===== src/tcr_defs.svh =====
`ifndef TCR_DEFS_SVH
`define TCR_DEFS_SVH
// byte addresses on apb (index times four)
`define TCR_IDX_TEST_CONFIG 8'h1e
`define TCR_ADDR_TEST_CONFIG 12'h078
`define TCR_ADDR_BAL_CONFIG 12'h04c
`define TCR_ADDR_BAL_ENABLE 12'h050
`define TCR_ADDR_STATUS 12'h100
// test configuration fields
`define TCR_RSVD_HI_MSB 15
`define TCR_REG_TEST_MSB 11
`define TCR_REG_TEST_LSB 8
`define TCR_HOLD_BIT 7
`define TCR_VDIG_BIT 6
`define TCR_BLEED_BIT 4
`define TCR_PUMP_BIT 2
`define TCR_MODULE_BIT 0
`define TCR_IMPL_MASK 16'h0fd5
// balance configuration field
`define TCR_KEEP_BIT 3
// reset values
`define TCR_TEST_RST 16'h0000
`define TCR_BAL_RST 16'h0000
`endif


===== src/tcr_pkg.sv =====
package tcr_pkg;
  typedef struct packed {
    logic [3:0] regulator_test_field;
    logic comm_counter_hold;
    logic digital_supply_reset_test;
    logic open_wire_bleed_select;
    logic negative_pump_monitor_enable;
    logic module_voltage_monitor_enable;
  } tcr_ctrl_t;
  typedef struct packed {
    logic [15:0] balance_out;
    logic [15:0] bleed_out;
  } tcr_chan_t;
endpackage : tcr_pkg


===== src/tcr_test_config.sv =====
// Operation
// RQ1: bits 15..12 reserved; reads return zero, writes dropped.
// RQ2: regulator test field bits 11..8; host keeps it zero normally.
// RQ3: counter hold bit 7 blocks timeout counter reset on valid packets.
// RQ4: host must not change power-down period while counter hold set.
// RQ5: late power-down write under hold may delay timeout up to 70 minutes.
// RQ6: host recovers by writing a new timeout count before due.
// RQ7: bit 6 set makes digital supply reset trip cause shutdown.
// RQ8: supply reset test stays armed after clear until shutdown; reads 0.
// RQ9: host writes zero to reserved bits 5, 3 and 1.
// RQ10: bleed select bit 4 steers channel enables onto bleed resistors.
// RQ11: bleed select 1 drives bleed resistors, 0 drives balancing outputs.
// RQ12: host should set balance keep-on-fault before using bleed feature.
// RQ13: keep-on-fault 0: any non-checksum fault clears enables, blocks writes.
// RQ14: bit 2 enables negative pump monitor; zero measures its ground.
// RQ15: bit 0 enables module voltage monitor; zero measures its ground.
// RQ16: all implemented bits clear on reset.
`include "tcr_defs.svh"
module tcr_test_config (
  // apb
  input wire logic pclk,
  input wire logic presetn,
  input wire logic psel,
  input wire logic penable,
  input wire logic pwrite,
  input wire logic [11:0] paddr,
  input wire logic [31:0] pwdata,
  output logic [31:0] prdata,
  output logic pready,
  output logic pslverr,
  // device events (pins, asynchronous)
  input wire logic valid_packet,
  input wire logic supply_por_trip,
  input wire logic fault_any,
  input wire logic custom_checksum_error,
  input wire logic shutdown_done,
  // controls out
  output tcr_pkg::tcr_ctrl_t ctrl,
  output tcr_pkg::tcr_chan_t chan,
  output logic comm_counter_reset,
  output logic shutdown_request
);
  import tcr_pkg::*;

  logic [15:0] test_configuration, next_test_configuration;
  logic [15:0] balance_configuration, next_balance_configuration;
  logic [15:0] balance_channel_enable, next_balance_channel_enable;
  logic vdig_armed, next_vdig_armed;
  logic [4:0] sync1, sync2;
  logic [4:0] next_sync1, next_sync2;
  logic [31:0] next_prdata;
  logic next_pslverr, next_pready, next_counter_reset, next_shutdown;
  tcr_ctrl_t next_ctrl;
  tcr_chan_t next_chan;
  logic wr, rd;
  logic pkt, trip, fault, cksum, sdone, fault_block;
  logic sel_test, sel_bal_cfg, sel_bal_en, sel_status;

  function automatic logic hit(input logic [11:0] a, input logic [11:0] b);
    hit = (a == b);
  endfunction : hit

  // input synchronisers, first stage read only by second
  // pins are levels; a pulse shorter than a clock may be missed
  always_comb begin
    next_sync1 = {valid_packet, supply_por_trip, fault_any, custom_checksum_error, shutdown_done};
    next_sync2 = sync1;
  end

  always_ff @(posedge pclk or negedge presetn) begin
    if (!presetn) begin
      sync1 <= 5'h00;
      sync2 <= 5'h00;
    end else begin
      sync1 <= next_sync1;
      sync2 <= next_sync2;
    end
  end

  // level decode; paddr alone selects, so setup and access see the same selects
  always_comb begin
    // synced levels, two cycles behind the pins
    {pkt, trip, fault, cksum, sdone} = sync2;
    sel_test = hit(paddr, `TCR_ADDR_TEST_CONFIG);
    sel_bal_cfg = hit(paddr, `TCR_ADDR_BAL_CONFIG);
    sel_bal_en = hit(paddr, `TCR_ADDR_BAL_ENABLE);
    sel_status = hit(paddr, `TCR_ADDR_STATUS);
    // zero-wait slave: access phase completes in one cycle
    wr = psel && penable && pwrite;
    rd = psel && !penable && !pwrite;
    // RQ13 fault gating; fault_any carries every fault bit but the checksum error
    fault_block = !balance_configuration[`TCR_KEEP_BIT] && fault;
  end

  // register state
  always_comb begin
    next_test_configuration = test_configuration;
    next_balance_configuration = balance_configuration;
    next_balance_channel_enable = balance_channel_enable;
    next_vdig_armed = vdig_armed;
    // RQ8 bit reads 0 after shutdown; a write in the same cycle still lands
    if (sdone) begin
      next_test_configuration[`TCR_VDIG_BIT] = 1'b0;
    end
    if (wr && sel_test) begin
      // RQ1 reserved bits dropped
      next_test_configuration = pwdata[15:0] & `TCR_IMPL_MASK;
    end
    if (wr && sel_bal_cfg) begin
      // only the timer and keep-on-fault bits exist
      next_balance_configuration = {8'h00, pwdata[7:3], 3'h0};
    end
    // writes dropped while blocked, not held for later
    if (wr && sel_bal_en && !fault_block) begin
      next_balance_channel_enable = pwdata[15:0];
    end
    // RQ13 clear on fault
    if (fault_block) begin
      next_balance_channel_enable = 16'h0000;
    end
    // RQ8 sticky arm until shutdown; set wins over release
    if (sdone) begin
      next_vdig_armed = 1'b0;
    end
    if (test_configuration[`TCR_VDIG_BIT]) begin
      next_vdig_armed = 1'b1;
    end
  end

  // RQ16 reset clears all
  always_ff @(posedge pclk or negedge presetn) begin
    if (!presetn) begin
      test_configuration <= `TCR_TEST_RST;
      balance_configuration <= `TCR_BAL_RST;
      balance_channel_enable <= `TCR_BAL_RST;
      vdig_armed <= 1'b0;
    end else begin
      test_configuration <= next_test_configuration;
      balance_configuration <= next_balance_configuration;
      balance_channel_enable <= next_balance_channel_enable;
      vdig_armed <= next_vdig_armed;
    end
  end

  // apb response; error decoded in setup so the registered flag stands in access
  always_comb begin
    next_pready = 1'b1;
    next_pslverr = psel && !penable
      && !(sel_test || sel_bal_cfg || sel_bal_en || sel_status);
    // read data holds until the next read setup
    next_prdata = prdata;
    if (rd) begin
      next_prdata = 32'h0000_0000;
      if (sel_test) begin
        next_prdata = {16'h0000, test_configuration};
      end else if (sel_bal_cfg) begin
        next_prdata = {16'h0000, balance_configuration};
      end else if (sel_bal_en) begin
        next_prdata = {16'h0000, balance_channel_enable};
      end else if (sel_status) begin
        // status: checksum error, fault block, arm, synced trip, synced packet
        next_prdata = {27'h0000000, cksum, fault_block, vdig_armed, trip, pkt};
      end
    end
  end

  // pready low only in reset; every access is zero-wait
  always_ff @(posedge pclk or negedge presetn) begin
    if (!presetn) begin
      prdata <= 32'h0000_0000;
      pslverr <= 1'b0;
      pready <= 1'b0;
    end else begin
      prdata <= next_prdata;
      pslverr <= next_pslverr;
      pready <= next_pready;
    end
  end

  // output stage, one cycle behind the registers
  always_comb begin
    // regulator field passes straight out; keeping it zero is up to the host
    next_ctrl.regulator_test_field = test_configuration[`TCR_REG_TEST_MSB:`TCR_REG_TEST_LSB];
    next_ctrl.comm_counter_hold = test_configuration[`TCR_HOLD_BIT];
    // armed state, not the readable bit
    next_ctrl.digital_supply_reset_test = vdig_armed;
    next_ctrl.open_wire_bleed_select = test_configuration[`TCR_BLEED_BIT];
    // RQ14 pump monitor gate
    next_ctrl.negative_pump_monitor_enable = test_configuration[`TCR_PUMP_BIT];
    // RQ15 module monitor gate
    next_ctrl.module_voltage_monitor_enable = test_configuration[`TCR_MODULE_BIT];
    // RQ10 RQ11 steer enables
    if (test_configuration[`TCR_BLEED_BIT]) begin
      next_chan.balance_out = 16'h0000;
      next_chan.bleed_out = balance_channel_enable;
    end else begin
      next_chan.balance_out = balance_channel_enable;
      next_chan.bleed_out = 16'h0000;
    end
    // RQ3 RQ5 hold blocks counter reset; the timeout itself lives outside
    next_counter_reset = pkt && !test_configuration[`TCR_HOLD_BIT];
    // RQ7 shutdown on trip, also in the cycle before the arm registers
    next_shutdown = trip && (vdig_armed || test_configuration[`TCR_VDIG_BIT]);
  end

  // outputs idle in reset
  always_ff @(posedge pclk or negedge presetn) begin
    if (!presetn) begin
      ctrl <= '0;
      chan <= '0;
      comm_counter_reset <= 1'b0;
      shutdown_request <= 1'b0;
    end else begin
      ctrl <= next_ctrl;
      chan <= next_chan;
      comm_counter_reset <= next_counter_reset;
      shutdown_request <= next_shutdown;
    end
  end
endmodule : tcr_test_config

===== config.mk =====
export PLATFORM = sky130hd
export DESIGN_NAME = tcr_test_config
export DESIGN_NICKNAME = d
export VERILOG_FILES = /design/src/tcr_pkg.sv /design/src/tcr_test_config.sv
export VERILOG_INCLUDE_DIRS = /design/src /design/src/src
export SDC_FILE = /design/constraint.sdc
export NUM_CORES = 1
export LEC_CHECK = 0
export ABC_AREA = 1
export BUFFER_PORTS_ARGS = -buffer_cell sky130_fd_sc_hd__buf_2
export CORE_ASPECT_RATIO = 1.1
export CORE_MARGIN = 2
export CORE_UTILIZATION = 47
export CTS_BUF_LIST = sky130_fd_sc_hd__clkbuf_4
export CTS_CLUSTER_DIAMETER = 80
export DETAILED_ROUTE_END_ITERATION = 10
export PLACE_DENSITY = 0.84
export RECOVER_POWER = 100
export SLEW_MARGIN = 40
export SYNTH_ARGS = -nofsm -noshare
export SYNTH_HDL_FRONTEND = slang
export SYNTH_SLANG_ARGS = --single-unit

===== constraint.sdc =====
create_clock -name pclk -period 1.47 [get_ports pclk]
set_clock_uncertainty 0.1 [all_clocks]
set_input_delay 0.2205 -clock pclk [delete_from_list [all_inputs] [get_ports pclk]]
set_output_delay 0.2205 -clock pclk [all_outputs]
set_load 0.02 [all_outputs]

# [Word-level counts from Yosys, hierarchy flattened]
# Index checks and enable logic that the tools add are counted.
[word_totals] reg_bits=118 out_inout_bits=77
[op_classes] eq_ne=4 n_mux=10 n_reduce_logical=25
[ops] cell="16-bit 2-to-1 mux" n=5
[ops] cell="12-bit by 7-bit equality test with 1-bit output, second input constant" n=3
[ops] cell="32-bit 2-to-1 mux" n=1
[ops] cell="12-bit by 9-bit equality test with 1-bit output, second input constant" n=1
[ops] cell="1-bit logical AND" n=12
[ops] cell="7-bit 2-to-1 mux" n=1
[ops] cell="1-bit logical NOT" n=6
[ops] cell="2-bit nonzero test" n=3
[ops] cell="5-bit 2-to-1 mux" n=1
[ops] cell="1-bit logical OR" n=4
[ops] cell="1-bit 2-to-1 mux" n=2

# [Longest topological paths before layout]
# Gate-level depths: netlist of the first run.
[depth] word_depth=6 depth_mapped=10

# [Worst setup path before layout of the first run]
# Ideal clock, no wire load.
[synth_timing] path_type="input to register" startpoint="input paddr[1]" endpoint="register test_configuration[7]" setup_ns=0.117 arrival_time_ns=1.130 required_time_ns=1.253 slack_ns=0.123 path_stages=9 path_buffers=1 path_cell_list="nor2_1 nand2_1 nor2_4 nand2_2 clkinv_2 nand2_2 buf_4 nand2_1 o21ai_2"
[synth_between] elab_chain_cells=2
[synth_rtl] item="start: declaration" line_no="tcr_test_config.sv:26" text="input wire logic [11:0] paddr,"
[synth_rtl] item="12-bit by 7-bit equality test with 1-bit output" line_no="tcr_test_config.sv:60" text="hit = (a == b);"
[synth_rtl] item="1-bit logical AND" line_no="tcr_test_config.sv:105" text="if (wr && sel_test) begin"
[synth_rtl] item="end signal: assignment" line_no="tcr_test_config.sv:133" text="test_configuration <= `TCR_TEST_RST;"
[synth_rtl] item="end signal: assignment" line_no="tcr_test_config.sv:138" text="test_configuration <= next_test_configuration;"
[synth_rtl] item="end: declaration" line_no="tcr_test_config.sv:45" text="logic [15:0] test_configuration, next_test_configuration;"
# No other way between the ends.
# A chain may end at the register's enable or synchronous reset.

# [Worst setup path in the final report of the first run]
[layout_timing] startpoint="register chan[19] (netlist name)" endpoint="output chan[19] (netlist name)"
[layout_lines] item="start: declaration" line_no="tcr_test_config.sv:39" text="output tcr_pkg::tcr_chan_t chan,"
[layout_lines] item="start signal: assignment" line_no="tcr_test_config.sv:215" text="chan <= next_chan;"
# No word-level cell between the ends.

==> key figures, run 1 <==
Status
  – Status: completed

Clock tree
  – Clock sink count: 102
  – H-tree lvl count: 3
  – CTS tree: built
  – Clock buffer depth: 2
  – CTS clk-pin slew, worst paths: 0.16 ns
  – CTS Buf Count: 9
  – Clock Latency Late Sink: 0.46 ns
  – Root buffer cell: clkbuf_4

Yosys
  – FF+latch count, synth: 102
  – Area share of the leading cell type in the synthesized netlist: 0.630
  – Yosys top cell by area: dfrtp_1
  – Avg Inst Size Synth: 9.20 µm²
  – Post-synthesis sequential area ratio: 0.630
  – Yosys synthesis warning count: 0
  – Synth cell types: 26
  – Post-synthesis cell area: 4050 µm²
  – Gate count of the mapped netlist: 440
  – Main area contributors after synthesis: dfrtp_1 (63%), nand2_1 (14%), inv_1 (4.7%)

Pwr
  – Flop pwr share: 0.629
  – VDD IR max: 426 µV
  – Net Sw Frac: 0.257
  – Pint: 3.35 mW
  – Comb pwr share: 0.071
  – Pwr dens: 871 nW/µm²
  – Net Sw Power: 1.16 mW
  – Leakage: 3.00 nW
  – Clk pwr share: 0.300

Placed design
  – Placed cell count: 667
  – DP Worst Slack: -0.229 ns
  – Buffers on Ports: 98
  – Routability cong.: 0.869
  – DP Area: 4830 µm²
  – DP Wirelength: 6840 µm

Critical path
  – WS Path Type: flop to primary output
  – Worst Path Arrival: 1.06 ns
  – Worst-path cell with the longest stage delay: dfrtp_1
  – Launch point of the worst reg-to-reg path: test_configuration[4]
  – Crit-path cells: clkbuf_1
  – Worst-path fanout max: 1
  – Critical path required time: 1.15 ns
  – Critical Path Source: chan[19]
  – Crit path max-delay family: flip-flops
  – CP max stage delay: 0.38 ns
  – Critical Path Start Type: flop
  – Worst Path Buf+Inv: 1
  – Critical Path End Type: primary output

Layout
  – Layout cells sized above 1: 0.239
  – Final instance area: 5170 µm²
  – Final design utilization: 0.618
  – ANT cells: 0
  – Total Nets Final: 647
  – Finished Layout Cells: 709
  – Syn-to-layout area delta: 27.6%
  – Area of the multi-input gates: 1150 µm²
  – Register area: 2550 µm²
  – Fill cell count: 732
  – Commonest non-fill, non-tap cell in the layout: nand2_1
  – Commonest non-fill, non-tap cells in the layout: nand2_1 (149), dfrtp_1 (102), inv_1 (51), clkbuf_2 (48), nor2_1 (38)

STA
  – RSZ-0062 raised after global routing: no
  – Slew headroom: 0.575
  – Final worst setup slack: 0.0920 ns
  – Final Hold Viols: 0
  – Final setup vio count: 0
  – Crit path time final: 1.38 ns
  – Slew Limit Fails: 0
  – Worst-margin pin slew: 0.637 ns
  – FMAX: 726 MHz
  – Period utilisation layout: 0.937

Global routing
  – Pin count of the biggest net entering global routing: 40
  – Vias in the first global route: 3230
  – GRT Residual Overflow: 0
  – Antenna violations before repair: 0
  – GRT Overall Usage: 0.210
  – First-pass GRT wire length: 15100 µm

Routing
  – Routed via count: 3359
  – Final WL: 9180 µm
  – Drt first pass iters: 5
  – Met3 WL post-DR: 636 µm
  – Number of remaining DRC errors: 0
  – Wire length per cell: 12.9 µm
  – 1st-iter DRT viols: 197
  – Vias per cell: 4.74
  – Metal2 WL: 4650 µm
  – Top layer used by detailed routing: met4
  – DRT antenna net count: 0
  – Post-Route M1 WL: 3640 µm

Floorplan
  – Chip Height: 101 µm
  – Starting density of the core: 0.484
  – Die ar.: 9380 µm²
  – Row count: 35
  – Die width: 92.5 µm
  – IO Pins: 131
  – Core Area: 8360 µm²

Worst hold path
  – Hold Startpoint: pwrite
  – Worst min-delay path category: primary input to flop

Flow run
  – Maxcap violations: 0
-- worst paths after layout --
path	cells past startpoint	slack, ns	end
worst max-delay path	1	0.09	chan[19]
worst min-delay path	6	0.18	test_configuration[11]
worst max register to register	2	0.17	chan[19]
worst min register to register	0	0.26	sync2[1]
max in group asynchronous	3	0.20	balance_channel_enable[0]
min in group asynchronous	2	0.19	chan[31]
-- timing repair --
action,CTS,global route
hold buffers,24,0
endpoints found under the hold margin,137,0
gates resized for setup,0,5
buffers inserted,0,2
setup endpoints to repair,0,23
-- area by class of cell --
class / instances / area share
well taps: 111 / 0.0269
flip-flops and latches: 102 / 0.494
repair buffers: 154 / 0.190
clock buffers: 10 / 0.0145
multi-input cells: 271 / 0.223
inverters: 55 / 0.0409
clock inverters: 6 / 0.0107
-- Yosys cell counts --
library cell	count
o21a_1	1
nand3b_1	1
o21ai_0	14
nor2_2	1
nor3_2	1
buf_2	1
nor2_1	39
nand2_1	148
dfrtp_1	102
buf_6	2
conb_1	2
and2_1	1
o21ai_2	3
clkbuf_1	7
nor3_1	4
nor2_4	2
buf_4	17
nand4_1	6
a21oi_1	1
clkinv_1	1
inv_1	51
nand3_1	21
nand2_2	7
inv_2	1
clkinv_2	2
o31ai_1	4
-- power groups by stage --
stage	combinational [mW]	clock [mW]	sequential (mW)
global placement	0.269	0	2.88
floorplan	0.130	0	2.89
CTS	0.326	1.38	2.83
detailed placement	0.276	0	2.88
global route	0.357	1.52	2.83
finish	0.321	1.35	2.83
-- sequential cells by signal, summed over array words and instances, names as in the netlist --
name	cells
chan	32
balance_channel_enable	16
prdata	16
ctrl	9
test_configuration	9
balance_configuration	5
next_sync2	5
sync2	5
comm_counter_reset	1
pready	1
pslverr	1
shutdown_request	1
vdig_armed	1
-- kinds of logic after synthesis --
logic type	synth area share
AND/OR/NAND/NOR	0.237
flip-flops	0.630
buffers and inverters	0.0964
AO/OA/AOI/OAI	0.0343
other	0.00185
-- per-layer routing --
| metal | track usage | up-vias |
|---|---|---|
| met4 | 0.0941 | 0 |
| met5 | 0 | - |
| met2 | 0.358 | 150 |
| met1 | 0.252 | 1571 |
| li1 | - | 1615 |
| met3 | 0.0551 | 23 |
-- through the flow --
| step | TNS [ns] | power [mW] | hold slack, ns |
|---|---|---|---|
| floorplan | 0 | 3.02 | -0.175 |
| global placement | -1.92 | 3.15 | 0.0448 |
| detailed placement | -5.17 | 3.16 | 0.0481 |
| CTS | 0 | 4.54 | 0.0853 |
| global route | 0 | 4.71 | 0.194 |
| finish | 0 | 4.50 | 0.183 |
No activity file was read; power rests on OpenSTA's default activity.
==> inputs of run 2 (changes only) <==
==> constraint.sdc (replaced) <==
create_clock -name pclk -period 1.4 [get_ports pclk]
set_clock_uncertainty 0.1 [all_clocks]
set_input_delay 0.21 -clock pclk [delete_from_list [all_inputs] [get_ports pclk]]
set_output_delay 0.21 -clock pclk [all_outputs]
set_load 0.02 [all_outputs]
==> run 2 against run 1 <==
Net effect:
- power increased by 4.2%
- sequential share of layout area increased by 0.17 points
- die area unchanged
- first-iteration DRC count shrank 7.6%
- final cell count increased by 0.42%
- sequential power increased by 5%
- critical path type is now primary input to flop
- critical endpoint is now prdata[6]
==> key figures, run 2 (synthesized netlist as in run 1, its figures left out) <==
Clock tree
  – CTS clk-pin slew, worst paths: 0.16 ns
  – Clock buffer depth: 2
  – Root buffer cell: clkbuf_4
  – H-tree lvl count: 3
  – PostCTS Resize Cnt: 0
  – CTS tree: built
  – Clock Latency Late Sink: 0.46 ns
  – Clock sink count: 102
  – CTS Buf Count: 9

Critical path
  – Worst Path Arrival: 1.61 ns
  – Critical Path End Type: flop
  – Critical Path Source: penable
  – Register-to-register setup slack: 0.11 ns
  – Worst-path fanout max: 21
  – Reg2Reg Capture Point: chan[22]
  – Critical Path Start Type: primary input
  – Worst Setup EP: prdata[6]
  – Launch point of the worst reg-to-reg path: test_configuration[4]
  – Critical path required time: 1.65 ns
  – Reg2reg path depth: 2
  – WS Path Type: primary input to flop

Layout
  – Finished Layout Cells: 712
  – Final instance area: 5150 µm²
  – Largest register by flop count: chan
  – Layout cells sized above 1: 0.258
  – Max reg flops: 32
  – ANT cells: 0
  – Syn-to-layout area delta: 27.2%
  – Commonest non-fill, non-tap cell in the layout: nand2_1
  – Largest registers: chan (32), balance_channel_enable (16), prdata (16)
  – Commonest non-fill, non-tap cells in the layout: nand2_1 (151), dfrtp_1 (102), clkbuf_2 (62), inv_1 (51), nor2_1 (40)
  – Total Nets Final: 650

Pwr
  – Leakage: 3.04 nW
  – VDD IR max: 474 µV
  – Net Sw Frac: 0.259
  – Clk pwr share: 0.296
  – Pwr dens: 911 nW/µm²
  – Flop pwr share: 0.634
  – Pint: 3.48 mW
  – Net Sw Power: 1.21 mW
  – Comb pwr share: 0.070

Flow run
  – Maxcap violations: 0

Placed design
  – DP Wirelength: 6610 µm
  – DP Area: 4860 µm²
  – Placed cell count: 672
  – Buffers on Ports: 98
  – Routability cong.: 0.881
  – DP Worst Slack: -0.258 ns

Global routing
  – Antenna violations before repair: 0
  – Pin count of the biggest net entering global routing: 39
  – Met1 global-route usage: 0.262
  – Met2 Use GR: 0.329
  – GRT Residual Overflow: 0
  – Gr busiest metal: met2
  – First-pass GRT wire length: 14600 µm
  – Met3 GRT Util: 0.0417
  – Vias in the first global route: 3129
  – GRT Overall Usage: 0.202

STA
  – Final Hold Viols: 0
  – Crit path time final: 1.36 ns
  – FMAX: 734 MHz
  – Period utilisation layout: 0.974
  – Slew Limit Fails: 0
  – Min Hold Slack: 0.0160 ns
  – Setup TNS: 0 ns
  – Worst-margin pin slew: 0.625 ns
  – Final setup vio count: 0
  – Final worst setup slack: 0.0368 ns
  – Slew headroom: 0.583
  – RSZ-0062 raised after global routing: no

Floorplan
  – Die width: 92.5 µm
  – Core Area: 8360 µm²
  – Die ar.: 9380 µm²
  – Starting density of the core: 0.484
  – Row count: 35
  – Chip Height: 101 µm
  – IO Pins: 131

Status
  – Status: completed

Routing
  – Final WL: 8880 µm
  – Vias per cell: 4.55
  – Number of remaining DRC errors: 0
  – DRT antenna net count: 0
  – Drt first pass iters: 4
  – Routed via count: 3243
  – 1st-iter DRT viols: 182
  – Wire length per cell: 12.5 µm

Worst hold path
  – Worst min-delay path category: primary input to asynchronous set/reset pin
==> run 2: cell count changes in the layout (fill, tap and decap cells not counted), sizes merged <==
cell	delta
buf	+4
clkbuf	-2
clkinvlp	+2
inv	-1
==> run 2: repair_timing <==
item                       4_1_cts  5_1_grt
hold endpoints to repair       138        0
hold buffers                    24        0
setup buffers                    0        0
setup endpoints to repair        0        0
==> run 2: power groups by stage <==
| stage | Combinational (mW) | Sequential (mW) | Clock (mW) |
|---|---|---|---|
| finish | 0.330 | 2.97 | 1.39 |
| global route | 0.368 | 2.98 | 1.56 |
| CTS | 0.347 | 2.97 | 1.42 |
| detailed placement | 0.296 | 3.03 | 0 |
| global placement | 0.290 | 3.03 | 0 |
| floorplan | 0.137 | 3.03 | 0 |
==> run 2: layout make-up <==
class                      instances  area, µm²
clock inverter                     7       57.6
multi-input combinational        271       1130
clock buffer                       9       67.6
inverter                          55        209
tap                              111        139
fill                             689       3210
timing repair buffer             157        993
sequential                       102       2550
==> run 2: critical path, cell delays in order <==
cell	delay [ns]
buf_2	0.11
dlygate4sd3_1	0.55
inv_1	0.09
nand3_1	0.10
buf_4	0.23
nand2_1	0.09
o21ai_0	0.09
nand2_1	0.08
nand2_1	0.06
==> run 2: stage by stage <==
step | total power [mW] | util
global route | 4.90 | 0.616
detailed placement | 3.32 | 0.581
CTS | 4.74 | 0.624
global placement | 3.32 | 0.581
finish | 4.69 | 0.616
floorplan | 3.17 | -
==> run 2: worst min path at each step <==
stage / start / to / slack, ns / cells after the start
final: presetn / chan[15] / 0.02 / 2
after global routing: presetn / chan[31] / -0.007 / 2
after CTS: presetn / chan[15] / 0.02 / 2
after detailed placement: presetn / chan[15] / -0.02 / 1
after global placement: presetn / chan[15] / -0.02 / 1
after floorplan: presetn / balance_channel_enable[0] / -0.19 / 0
==> run 2: layer usage <==
layer / wire (µm) / vias up / part of all wire
met5: 0 / - / 0
met4: 182 / 0 / 0.020
li1: - / 1615 / -
met2: 4360 / 115 / 0.49
met1: 3810 / 1493 / 0.43
met3: 534 / 20 / 0.060
==> inputs of run 3 (changes only) <==
==> constraint.sdc (replaced) <==
create_clock -name pclk -period 1.4 [get_ports pclk]
set_clock_uncertainty 0.1 [all_clocks]
set_input_delay 0 -clock pclk [delete_from_list [all_inputs] [get_ports pclk]]
set_output_delay 0 -clock pclk [all_outputs]
set_load 0.02 [all_outputs]
==> run 3 against run 2 <==
Net effect:
- wire length rose by 12%
- flip-flop and latch count did not move
- design area rose by 0.95%
- setup slack got worse by 0.036 ns
- fmax fell by 2.6%
- combinational power rose by 6.4%
- non-clock buffer count rose by 1
- die area did not move
- first-iteration DRC count rose by 38%
- via count rose by 5.5%
- critical path type unchanged
- core utilization rose by 0.58 points
- power rose by 4.3%
- largest cell class unchanged
==> key figures, run 3 (synthesized netlist as in run 1, its figures left out) <==
Routing
  – Met3 WL post-DR: 715 µm
  – Routed via count: 3422
  – 1st-iter DRT viols: 252
  – Final WL: 9920 µm
  – Wire length per cell: 13.9 µm
  – Number of remaining DRC errors: 0
  – Drt first pass iters: 7
  – Vias per cell: 4.80
  – Top layer used by detailed routing: met4
  – Post-Route M1 WL: 3810 µm
  – DRT antenna net count: 0
  – Metal2 WL: 4980 µm

Critical path
  – Reg2reg path depth: 7
  – Register-to-register setup slack: 0.18 ns
  – Launch point of the worst reg-to-reg path: balance_configuration[3]
  – Critical Path Start Type: primary input
  – Worst Path Arrival: 1.72 ns
  – Reg2Reg Capture Point: balance_channel_enable[14]
  – WS Path Type: primary input to flop
  – Worst-path fanout max: 6
  – Critical Path End Type: flop
  – Critical path required time: 1.72 ns
  – Critical Path Source: psel

Global routing
  – Vias in the first global route: 3395
  – First-pass GRT wire length: 15600 µm
  – GRT Residual Overflow: 0
  – Pin count of the biggest net entering global routing: 45
  – GRT Overall Usage: 0.219
  – Antenna violations before repair: 0

Clock tree
  – Clock sink count: 102
  – CTS tree: built
  – Setup Fix Bufs, Post-CTS: 0
  – Root buffer cell: clkbuf_4
  – CTS clk-pin slew, worst paths: 0.16 ns
  – CTS Buf Count: 9
  – Clock buffer depth: 2
  – Clock Latency Late Sink: 0.47 ns
  – H-tree lvl count: 3

Pwr
  – VDD IR max: 528 µV
  – Pwr dens: 941 nW/µm²
  – Power, Total: 4.89 mW
  – Leakage: 2.86 nW

Placed design
  – Routability cong.: 0.913
  – DP Wirelength: 6880 µm
  – DP Worst Slack: -0.00588 ns
  – Buffers on Ports: 98

Worst hold path
  – Hold Crit Depth: 8
  – Hold path endpoint: prdata[3]
  – Hold Startpoint: paddr[10]
  – Worst min-delay path category: primary input to flop

Floorplan
  – Die width: 92.5 µm
  – Chip Height: 101 µm
  – Row count: 35
  – IO Pins: 131
  – Die ar.: 9380 µm²
  – Core Area: 8360 µm²
  – Starting density of the core: 0.484

Layout
  – Total Nets Final: 651
  – Register area: 2550 µm²
  – Area of the multi-input gates: 1170 µm²
  – Layout cells sized above 1: 0.145
  – ANT cells: 0
  – Syn-to-layout area delta: 28.4%
  – Largest registers: chan (32), balance_channel_enable (16), prdata (16)
  – Largest register by flop count: chan
  – Max reg flops: 32
  – Commonest non-fill, non-tap cells in the layout: nand2_1 (149), dfrtp_1 (102), clkbuf_1 (62), inv_1 (50), dlygate4sd3_1 (41)
  – Fill cell count: 726
  – Commonest non-fill, non-tap cell in the layout: nand2_1

STA
  – Period utilisation layout: 1.00
  – FMAX: 714 MHz
  – Final Hold Viols: 0
  – Min Hold Slack: 0.0329 ns
  – Final worst setup slack: 0.000343 ns
  – Setup TNS: 0 ns
  – Final setup vio count: 0
  – Slew Limit Fails: 0
  – Crit path time final: 1.40 ns

Status
  – Status: completed

Flow run
  – Maxcap violations: 0
run 3: changes by cell type in the layout (fill, tap and decap cells not counted), sizes merged:
cell	previous run	this run
buf	67	53
clkinvlp	4	2
dlygate4sd3	24	41
bufinv	0	1
clkbuf	75	73
dlymetal6s4s	0	1
run 3: power breakdown:
part	switching, mW	leakage, nW	internal, mW
registers	0.00713	1.40	2.97
clock network	0.992	0.0726	0.577
logic	0.215	1.39	0.135
run 3: per-stage QoR:
stage,utilization,area [µm²],instances
6_report,0.622,5200,713
5_1_grt,0.622,5200,713
4_1_cts,0.632,5280,713
2_1_floorplan,-,4110,455
3_3_place_gp,0.563,4710,654
3_5_place_dp,0.563,4710,654
run 3: area by class of cell:
cell class	instances	area share
Sequential cell	102	0.491
Multi-Input combinational cell	271	0.226
Timing Repair Buffer	158	0.189
Inverter	55	0.0402
Tap cell	111	0.0267
Clock buffer	10	0.0144
Clock inverter	6	0.0132
run 3: worst max path at each step:
stage | to | slack, ns | cells past startpoint
3_3_place_gp | balance_channel_enable[10] | 0.04 | 9
3_5_place_dp | balance_channel_enable[10] | -0.006 | 9
4_1_cts | balance_channel_enable[3] | 0.001 | 10
6_report | test_configuration[10] | 0.0003 | 8
5_1_grt | test_configuration[9] | -0.004 | 8
2_1_floorplan | test_configuration[7] | 0.27 | 9
run 3: routing by layer:
metal	track usage	up-vias
li1	-	1609
met5	0	-
met2	0.380	158
met4	0.121	0
met1	0.247	1613
met3	0.0595	42
run 3: what timing repair did:
action | 4_1_cts | 5_1_grt
endpoints found under the setup margin | 0 | 35
endpoints found under the hold margin | 147 | 2
resized for setup | 0 | 9
hold buffers | 43 | 1
run 3: worst max-delay path, stage by stage:
cell,delay [ns]
buf_2,0.09
dlygate4sd3_1,0.54
nand2_1,0.09
nor2_4,0.12
buf_6,0.13
nand3_1,0.07
dlygate4sd3_1,0.58
nand2_1,0.09
